--- config.mk ---
export PLATFORM = sky130hd
export DESIGN_NAME = audio_dma_address_status
export DESIGN_NICKNAME = d
export VERILOG_FILES = /design/src/rtl/audio_dma_pkg.sv /design/src/rtl/dma_event_if.sv /design/src/rtl/audio_dma_address_status.sv /design/src/rtl/dma_pointer.sv
export SDC_FILE = /design/constraint.sdc
export NUM_CORES = 1
export LEC_CHECK = 0
export BUFFER_PORTS_ARGS = -buffer_cell sky130_fd_sc_hd__buf_4
export CAP_MARGIN = 20
export CORE_AREA = 2 2 234 236
export CTS_CLUSTER_SIZE = 16
export DETAILED_ROUTE_END_ITERATION = 8
export DIE_AREA = 0 0 236 238
export PLACE_DENSITY_LB_ADDON = 0.25
export SETUP_SLACK_MARGIN = 0.3
export SLEW_MARGIN = 10
export SYNTH_ARGS = -nofsm -noshare
export SYNTH_HDL_FRONTEND = slang
export SYNTH_SLANG_ARGS = --single-unit
--- constraint.sdc ---
create_clock -name clk_sys -period 13.8 [get_ports clk_sys]
set_input_delay 0.69 -clock clk_sys [delete_from_list [all_inputs] [get_ports clk_sys]]
set_output_delay 0.69 -clock clk_sys [all_outputs]
set_load 0.03 [all_outputs]
--- src/rtl/audio_dma_pkg.sv ---
// Package of register offsets, field positions and reset values.
// Assumes a 32-bit AHB-Lite register bus and a single system clock.
package audio_dma_pkg;

	// ************************************************************
	// Register offsets (byte addresses)
	// ************************************************************
	localparam logic [31:0] record_base_address_off      = 32'hfff09008;
	localparam logic [31:0] record_buffer_length_off     = 32'hfff0900c;
	localparam logic [31:0] record_current_address_off   = 32'hfff09010;
	localparam logic [31:0] record_status_off            = 32'hfff09014;
	localparam logic [31:0] playback_base_address_off    = 32'hfff09018;
	localparam logic [31:0] playback_buffer_length_off   = 32'hfff0901c;
	localparam logic [31:0] playback_current_address_off = 32'hfff09020;
	localparam logic [31:0] playback_status_off          = 32'hfff09024;
	localparam logic [31:0] irq_mask_off                 = 32'hfff09040;

	// ************************************************************
	// Field positions and reset values
	// ************************************************************
	localparam int          middle_bit           = 0;
	localparam int          end_bit              = 1;
	localparam int          fifo_bit             = 2;
	localparam logic [31:0] zero_reset           = 32'h00000000;
	localparam logic [31:0] playback_status_rst  = 32'h00000004;
	localparam logic [31:0] word_step            = 32'h00000004;
	localparam int          sync_stages          = 2;

endpackage

--- src/rtl/dma_event_if.sv ---
// Interface carrying one path's pointer events to the top module.
// Assumes a single clock domain; the events are one-cycle pulses.
`timescale 1ns/1ps
interface dma_event_if;
	logic        hit_middle;
	logic        hit_end;
	logic [31:0] current;

	modport source (output hit_middle, output hit_end, output current);
	modport sink   (input hit_middle, input hit_end, input current);
endinterface

--- src/rtl/audio_dma_address_status.sv ---
// Audio DMA address and status registers with an AHB-Lite slave.
// Assumes one AHB-Lite master, word transfers, and FIFO flags that are
// synchronous to clk_sys.
//
// The AHB-Lite slave port was left to the implementer.
`timescale 1ns/1ps

module audio_dma_address_status
	import audio_dma_pkg::*;
(
	input  wire logic        clk_sys,
	input  wire logic        arst_n,
	input  wire logic        hsel,
	input  wire logic [31:0] haddr,
	input  wire logic [1:0]  htrans,
	input  wire logic        hwrite,
	input  wire logic [2:0]  hsize,
	input  wire logic [31:0] hwdata,
	input  wire logic        hready,
	output logic      [31:0] hrdata,
	output logic             hreadyout,
	output logic             hresp,
	input  wire logic        record_word,
	input  wire logic        playback_word,
	input  wire logic        record_fifo_full,
	input  wire logic        playback_fifo_empty,
	output logic      [31:0] record_dma_address,
	output logic      [31:0] playback_dma_address,
	output logic             irq
);

	// ************************************************************
	// Reset synchroniser
	// ************************************************************
	logic [sync_stages-1:0] rst_pipe;
	logic                   rst_n;

	// Release is synchronised so no register sees a runt reset edge.
	always_ff @(posedge clk_sys or negedge arst_n) begin
		if (!arst_n) begin
			rst_pipe <= '0;
		end else begin
			rst_pipe <= {rst_pipe[sync_stages-2:0], 1'b1};
		end
	end
	assign rst_n = rst_pipe[sync_stages-1];

	// ************************************************************
	// Register storage
	// ************************************************************
	logic [31:0] record_base_address;
	logic [31:0] record_buffer_length;
	logic [31:0] playback_base_address;
	logic [31:0] playback_buffer_length;
	logic [1:0]  record_flags;
	logic [1:0]  playback_flags;
	logic [3:0]  irq_mask;
	logic        record_full_seen;
	logic        playback_empty_seen;

	// ************************************************************
	// AHB-Lite address phase capture
	// ************************************************************
	logic        wr_pend;
	logic        rd_pend;
	logic [31:0] pend_addr;
	logic        take;
	logic        restart_record;
	logic        restart_playback;

	assign take = hsel && hready && htrans[1];

	// Latch the address phase; the data phase follows with no wait.
	always_ff @(posedge clk_sys or negedge rst_n) begin
		if (!rst_n) begin
			wr_pend   <= 1'b0;
			rd_pend   <= 1'b0;
			pend_addr <= zero_reset;
		end else begin
			wr_pend   <= take && hwrite;
			rd_pend   <= take && !hwrite;
			if (take) begin
				pend_addr <= haddr;
			end
		end
	end

	// The slave never stalls and never errors.
	always_ff @(posedge clk_sys or negedge rst_n) begin
		if (!rst_n) begin
			hreadyout <= 1'b1;
			hresp     <= 1'b0;
		end else begin
			hreadyout <= 1'b1;
			hresp     <= 1'b0;
		end
	end

	// Write-data strobe for one register offset.
	function automatic logic wr_hit(input logic [31:0] off);
		wr_hit = wr_pend && (pend_addr == off);
	endfunction

	// ************************************************************
	// Software-owned registers
	// ************************************************************
	// Only the CPU changes base and length; the pointers never do.
	always_ff @(posedge clk_sys or negedge rst_n) begin
		if (!rst_n) begin
			record_base_address    <= zero_reset;
			record_buffer_length   <= zero_reset;
			playback_base_address  <= zero_reset;
			playback_buffer_length <= zero_reset;
			irq_mask               <= 4'h0;
		end else begin
			if (wr_hit(record_base_address_off)) begin
				record_base_address <= hwdata;
			end
			if (wr_hit(record_buffer_length_off)) begin
				record_buffer_length <= hwdata;
			end
			if (wr_hit(playback_base_address_off)) begin
				playback_base_address <= hwdata;
			end
			if (wr_hit(playback_buffer_length_off)) begin
				playback_buffer_length <= hwdata;
			end
			if (wr_hit(irq_mask_off)) begin
				irq_mask <= hwdata[3:0];
			end
		end
	end

	// Writing a base reloads that path's pointer so it starts clean.
	// The reload waits one edge: in the data phase the base register
	// still holds the old value, and reloading then would lose the new.
	always_ff @(posedge clk_sys or negedge rst_n) begin
		if (!rst_n) begin
			restart_record   <= 1'b0;
			restart_playback <= 1'b0;
		end else begin
			restart_record   <= wr_hit(record_base_address_off);
			restart_playback <= wr_hit(playback_base_address_off);
		end
	end

	// ************************************************************
	// Address pointers
	// ************************************************************
	dma_event_if record_ev ();
	dma_event_if playback_ev ();

	dma_pointer u_record (
		.clk_sys (clk_sys),
		.rst_n   (rst_n),
		.restart (restart_record),
		.step    (record_word),
		.base    (record_base_address),
		.length  (record_buffer_length),
		.ev      (record_ev.source)
	);

	dma_pointer u_playback (
		.clk_sys (clk_sys),
		.rst_n   (rst_n),
		.restart (restart_playback),
		.step    (playback_word),
		.base    (playback_base_address),
		.length  (playback_buffer_length),
		.ev      (playback_ev.source)
	);

	// Current addresses are driven to the memory side from flops.
	always_ff @(posedge clk_sys or negedge rst_n) begin
		if (!rst_n) begin
			record_dma_address   <= zero_reset;
			playback_dma_address <= zero_reset;
		end else begin
			record_dma_address   <= record_ev.current;
			playback_dma_address <= playback_ev.current;
		end
	end

	// ************************************************************
	// Sticky status flags and registered FIFO level bits
	// ************************************************************
	// Next flag value: a new event wins over a same-cycle clear.
	function automatic logic [1:0] next_flags(
		input logic [1:0] cur,
		input logic       clr_en,
		input logic [1:0] clr,
		input logic       mid,
		input logic       fin
	);
		logic [1:0] kept;
		kept = clr_en ? (cur & ~clr) : cur;
		next_flags = kept | {fin, mid};
	endfunction

	// Record flags.
	always_ff @(posedge clk_sys or negedge rst_n) begin
		if (!rst_n) begin
			record_flags <= 2'h0;
		end else begin
			record_flags <= next_flags(record_flags,
				wr_hit(record_status_off), hwdata[1:0],
				record_ev.hit_middle, record_ev.hit_end);
		end
	end

	// Playback flags.
	always_ff @(posedge clk_sys or negedge rst_n) begin
		if (!rst_n) begin
			playback_flags <= 2'h0;
		end else begin
			playback_flags <= next_flags(playback_flags,
				wr_hit(playback_status_off), hwdata[1:0],
				playback_ev.hit_middle, playback_ev.hit_end);
		end
	end

	// FIFO levels registered; playback empty reads one after reset.
	always_ff @(posedge clk_sys or negedge rst_n) begin
		if (!rst_n) begin
			record_full_seen    <= 1'b0;
			playback_empty_seen <= 1'b1;
		end else begin
			record_full_seen    <= record_fifo_full;
			playback_empty_seen <= playback_fifo_empty;
		end
	end

	// ************************************************************
	// Read data and interrupt
	// ************************************************************
	logic [31:0] record_status;
	logic [31:0] playback_status;
	logic [31:0] next_rdata;

	// Upper bits are reserved and read as zero.
	assign record_status = {29'h0, record_full_seen, record_flags};
	assign playback_status = {29'h0, playback_empty_seen, playback_flags};

	// Read mux; unmapped addresses read as zero.
	always_comb begin
		next_rdata = zero_reset;
		unique case (haddr)
			record_base_address_off:      next_rdata = record_base_address;
			record_buffer_length_off:     next_rdata = record_buffer_length;
			record_current_address_off:   next_rdata = record_ev.current;
			record_status_off:            next_rdata = record_status;
			playback_base_address_off:    next_rdata = playback_base_address;
			playback_buffer_length_off:   next_rdata = playback_buffer_length;
			playback_current_address_off: next_rdata = playback_ev.current;
			playback_status_off:          next_rdata = playback_status;
			irq_mask_off:                 next_rdata = {28'h0, irq_mask};
			default:                      next_rdata = zero_reset;
		endcase
	end

	// Read data is captured at the address phase edge so it stands in
	// the data phase straight from a flop.
	always_ff @(posedge clk_sys or negedge rst_n) begin
		if (!rst_n) begin
			hrdata <= zero_reset;
		end else if (take && !hwrite) begin
			hrdata <= next_rdata;
		end
	end

	// Interrupt is the OR of unmasked sticky flags, one cycle late.
	always_ff @(posedge clk_sys or negedge rst_n) begin
		if (!rst_n) begin
			irq <= 1'b0;
		end else begin
			irq <= |({playback_flags, record_flags} & irq_mask);
		end
	end

	// ************************************************************
	// Checks
	// ************************************************************
	// Record status reserved bits are checked on the read data the bus really sees.
	chk_rec_status_rsvd: assert property (@(posedge clk_sys)
		disable iff (!rst_n)
		take && !hwrite && haddr == record_status_off |=>
		hrdata[31:3] == 29'h0)
		else $error("record status reserved bits set");

	chk_rec_full_bit: assert property (@(posedge clk_sys)
		disable iff (!rst_n)
		record_status[fifo_bit] == $past(record_fifo_full))
		else $error("record full bit wrong");

	chk_rec_end_sticky: assert property (@(posedge clk_sys)
		disable iff (!rst_n)
		record_flags[end_bit] && !(wr_hit(record_status_off)
		&& hwdata[end_bit]) |=> record_flags[end_bit])
		else $error("record end flag lost");

	chk_rec_mid_set: assert property (@(posedge clk_sys)
		disable iff (!rst_n)
		record_ev.hit_middle |=> record_flags[middle_bit])
		else $error("record middle flag not set");

	chk_pb_empty_bit: assert property (@(posedge clk_sys)
		disable iff (!rst_n)
		playback_status[fifo_bit] == $past(playback_fifo_empty))
		else $error("playback empty bit wrong");

	chk_pb_end_set: assert property (@(posedge clk_sys)
		disable iff (!rst_n)
		playback_ev.hit_end |=> playback_flags[end_bit])
		else $error("playback end flag not set");

	chk_pb_mid_clear: assert property (@(posedge clk_sys)
		disable iff (!rst_n)
		$fell(playback_flags[middle_bit]) |->
		$past(wr_pend && pend_addr == playback_status_off)
		&& $past(hwdata[middle_bit]))
		else $error("playback middle flag cleared without write");

	chk_pb_base_write: assert property (@(posedge clk_sys)
		disable iff (!rst_n)
		wr_hit(playback_base_address_off) |=>
		playback_base_address == $past(hwdata))
		else $error("playback base not written");

	chk_pb_len_write: assert property (@(posedge clk_sys)
		disable iff (!rst_n)
		wr_hit(playback_buffer_length_off) |=>
		playback_buffer_length == $past(hwdata))
		else $error("playback length not written");

	// The delayed reload must pick up the newly written base.
	chk_rec_base_reload: assert property (@(posedge clk_sys)
		disable iff (!rst_n)
		restart_record |=>
		record_ev.current == $past(record_base_address))
		else $error("record pointer not reloaded to base");

	chk_irq_follow: assert property (@(posedge clk_sys)
		disable iff (!rst_n)
		irq == $past(|({playback_flags, record_flags} & irq_mask)))
		else $error("interrupt does not follow flags");

endmodule // audio_dma_address_status

--- src/rtl/dma_pointer.sv ---
// One path's ring-buffer address pointer with middle and end detect.
// Assumes base and length are set by software while the path is idle.
`timescale 1ns/1ps
module dma_pointer
	import audio_dma_pkg::*;
(
	input  wire logic        clk_sys,
	input  wire logic        rst_n,
	input  wire logic        restart,
	input  wire logic        step,
	input  wire logic [31:0] base,
	input  wire logic [31:0] length,
	dma_event_if.source      ev
);

	logic [31:0] addr;
	logic [31:0] next_addr;
	logic [31:0] mid_addr;
	logic [31:0] end_addr;

	// Middle is base plus half the length, end is base plus length.
	assign mid_addr = base + {1'b0, length[31:1]};
	assign end_addr = base + length;
	assign next_addr = addr + word_step;

	// A step landing on the end wraps back to base, giving a ring.
	always_ff @(posedge clk_sys or negedge rst_n) begin
		if (!rst_n) begin
			addr <= zero_reset;
		end else if (restart) begin
			addr <= base;
		end else if (step) begin
			if (next_addr == end_addr) begin
				addr <= base;
			end else begin
				addr <= next_addr;
			end
		end
	end

	// Events pulse in the cycle the step reaches the address.
	assign ev.hit_middle = step && !restart && (next_addr == mid_addr);
	assign ev.hit_end    = step && !restart && (next_addr == end_addr);
	assign ev.current    = addr;

	chk_ring_wrap: assert property (@(posedge clk_sys)
		disable iff (!rst_n)
		ev.hit_end |=> addr == $past(base))
		else $error("pointer did not wrap to base");

endmodule // dma_pointer

==> metrics.yaml <==
route:
  antenna_left: 0
  drt_first_iter_violations: 2240
  vias: 22420
  wirelength_um: 89760
  via_per_inst: 6.512
  firstDrtPassIters: 6
  drc: 0
  post_drt_wl_per_cell_um: 26.08
timing:
  fmax_mhz: 179.2
  finalMaxSlewViolations: 0
  setup_viol_count_final: 0
  finClkSkew_ps: 31.96
  finalSetupTns_ps: 0
  fin_hold_ws_ps: 164.8
  finalCriticalPeriod_ps: 5580
  maxSlewHeadroom_pct: 28.17
  fin_crit_sh_pct: 40.44
  rsz0062_at_grt: "no"
  hold_viol: 0
  worst_slew_pin_slew_ps: 1077
clocking:
  post_cts_buffers: 0
  cts.sinks: 336
  cts_root_buf: "clkbuf_16"
  cts_tree: "done"
  cts_htree_levels: 2
  clock_latency_ps: 580
  clock_path_buffers: 3
  path_clk_slew_ps: 70
  numCtsBuffers: 39
logic_synthesis:
  synth-edff-count: 0
  synth_area_per_cell_um2: 9.474
  synth_cell_types: 106
  ys_async_sr_fraction_pct: 100.0
  ys_top_cells_by_area: "dfrtp_1 34%, mux2_2 7.4%, ha_1 6.3%"
  synth_top_area_share_pct: 33.58
  synth_top_cell_by_area: "dfrtp_1"
  synthesis.area_um2: 24970
  netlist_instances: 2635
  ys_ff_latch: 336
  ys_seq_area_share_pct: 33.68
  ys.flop_type: "dfrtp_1"
  yosysWarnings: 0
critical_path:
  critPathRequiredTime_ps: 14240
  critPathKind: "flop to flop"
  cp_max_fo: 54
  rr_endpoint: "u_record.ev.current[20]"
  worst_setup_path_start_kind: "flop"
  cp-end-kind: "flop"
  reg2reg_depth: 12
  critPathArrivalTime_ps: 6020
  regToRegSetupSlack_ps: 8220
  worstReg2RegStart: "u_record.ev.current[2]"
floorplanning:
  die-area_um2: 56170
  core_area_um2: 53500
  initial_utilization_pct: 46.67
  die_x_um: 236
  io_pins: 177
  die_y_um: 238
  num_rows: 85
pwr:
  power_switching_mw: 1.100
  p_leak_nw: 12.33
  switching_share_pct: 34.68
  p_int_mw: 2.072
  ir_drop_uv: 67.36
  seq_power_share_pct: 38.4
  combPwrFrac_pct: 26.5
  power_frac_clock_pct: 35.1
  p_per_area_nw_per_um2: 112.8
  total_power_mw: 3.172
final_layout:
  num-fill-cells: 4823
  area_growth_pct: 12.59
  fin_util_pct: 52.55
  seq_area_um2: 8414
  drive_gt1_share_pct: 17.79
  multi_input_area_um2: 15670
  layout_commonest_cell: "dfrtp_1"
  fin_nets: 2921
  layout_common_cells: "333 x dfrtp_1, 196 x nand2_1, 192 x buf_4"
placed_design:
  dp_hpwl_um: 69200
  gp_congestion: 0.9837
  port_buffers: 170
grt:
  grt-ovfl-total: 0
  first_global_vias: 21490
  grt_pass1_wl_um: 135000
  grt_util_all_layers_pct: 31.39
  grt_antenna_before_repair: 3
  grt_max_degree: 176
outcome:
  status: "complete, no violations"
worst_hold_path:
  hold_path.class: "flop to asynchronous set/reset pin"
run:
  cap_viol_max_count: 0
## cell usage after synthesis, types with 43 or more instances
master / instances
nand3_1: 66
a21o_1: 43
xnor2_1: 179
nor3_1: 73
nand4_1: 45
xor2_1: 74
a222oi_1: 64
o21ai_0: 130
mux2_2: 164
nor2_1: 118
inv_1: 68
ha_1: 126
dfrtp_1: 335
nand2_1: 196
a21oi_1: 137
clkbuf_1: 108
## worst max-delay path, stage by stage, from the launching register on
cell       delay, ps
dfrtp_1          600
ha_1             380
nand4_4          230
nor4_4           540
nand3_1          210
xor2_1           520
nor4_1           210
a211oi_1         510
o2111ai_1        300
nor4_4           520
nand3_4          590
and4b_1          430
or3_1            360
## per-layer routing
metal | wire, um | up-vias | track usage, % | part of all wire [%]
met2 | 39960 | 969 | 48.49 | 45
met4 | 3192 | 0 | 11.56 | 3.6
met5 | 0 | - | 0 | 0
met1 | 39850 | 11190 | 45.14 | 44
met3 | 6750 | 160 | 3.887 | 7.5
li1 | - | 10100 | - | -
## stage by stage
step	setup slack, ps	instances	cell area, um^2
CTS	8337	3436	28030
global placement	8413	3364	26670
global route	7980	3442	28110
finish	8220	3442	28110
floorplan	3744	2636	24970
detailed placement	8388	3364	26670
## power groups by stage
stage	Clock [mW]	Combinational, mW	Sequential [mW]
2_1_floorplan	0	0.585	1.20
3_3_place_gp	0	0.817	1.22
3_5_place_dp	0	0.828	1.23
4_1_cts	1.13	0.834	1.21
5_1_grt	1.17	0.902	1.23
6_report	1.11	0.842	1.22
## cell type report
type,count,share of cell area [%]
Antenna cell,3,0.02671
Clock inverter,14,0.7433
Clock buffer,57,4.073
Timing Repair Buffer,197,5.484
Tap cell,696,3.098
Multi-Input combinational cell,2071,55.73
Inverter,68,0.9080
Sequential cell,336,29.93
## repair_timing
action,4_1_cts,5_1_grt
gates resized for setup,0,0
hold endpoints to repair,2,0
hold buffers,1,0
## flip-flops by register name, summed over array words and instances (netlist names), 2 cells and up
signal                  flops
irq_mask                    4
record_buffer_length       32
record_base_address        32
pend_addr                  32
playback_flags              2
playback_base_address      32
hrdata                     32
u_record.ev.current        32
rst_pipe                    2
u_playback.ev.current      32
record_dma_address         32
playback_dma_address       32
record_flags                2
playback_buffer_length     32
## cell families (layout without fill, tap and decap cells)
logic type / count (synthesis) / after routing / synth area share (%)
compound gates: 690 / 690 / 19.38
fa+ha+maj: 130 / 130 / 6.636
mux: 178 / 178 / 7.964
xor+xnor: 274 / 274 / 10.74
buf+inv: 229 / 336 / 3.729
simple gates: 796 / 796 / 17.85
other cells: 2 / 6 / 0.03008
flops: 336 / 336 / 33.68
## how the worst max path moves through the flow
stage	start	end	cells past startpoint
6_report	u_record.ev.current[2]	u_record.ev.current[20]	12
3_3_place_gp	u_record.ev.current[2]	u_record.ev.current[20]	12
2_1_floorplan	rst_pipe[1]	hrdata[0]	0
5_1_grt	u_record.ev.current[2]	u_record.ev.current[20]	12
3_5_place_dp	u_record.ev.current[2]	u_record.ev.current[20]	12
4_1_cts	u_record.ev.current[2]	u_record.ev.current[20]	12
No activity file was read; power rests on OpenSTA's default activity.
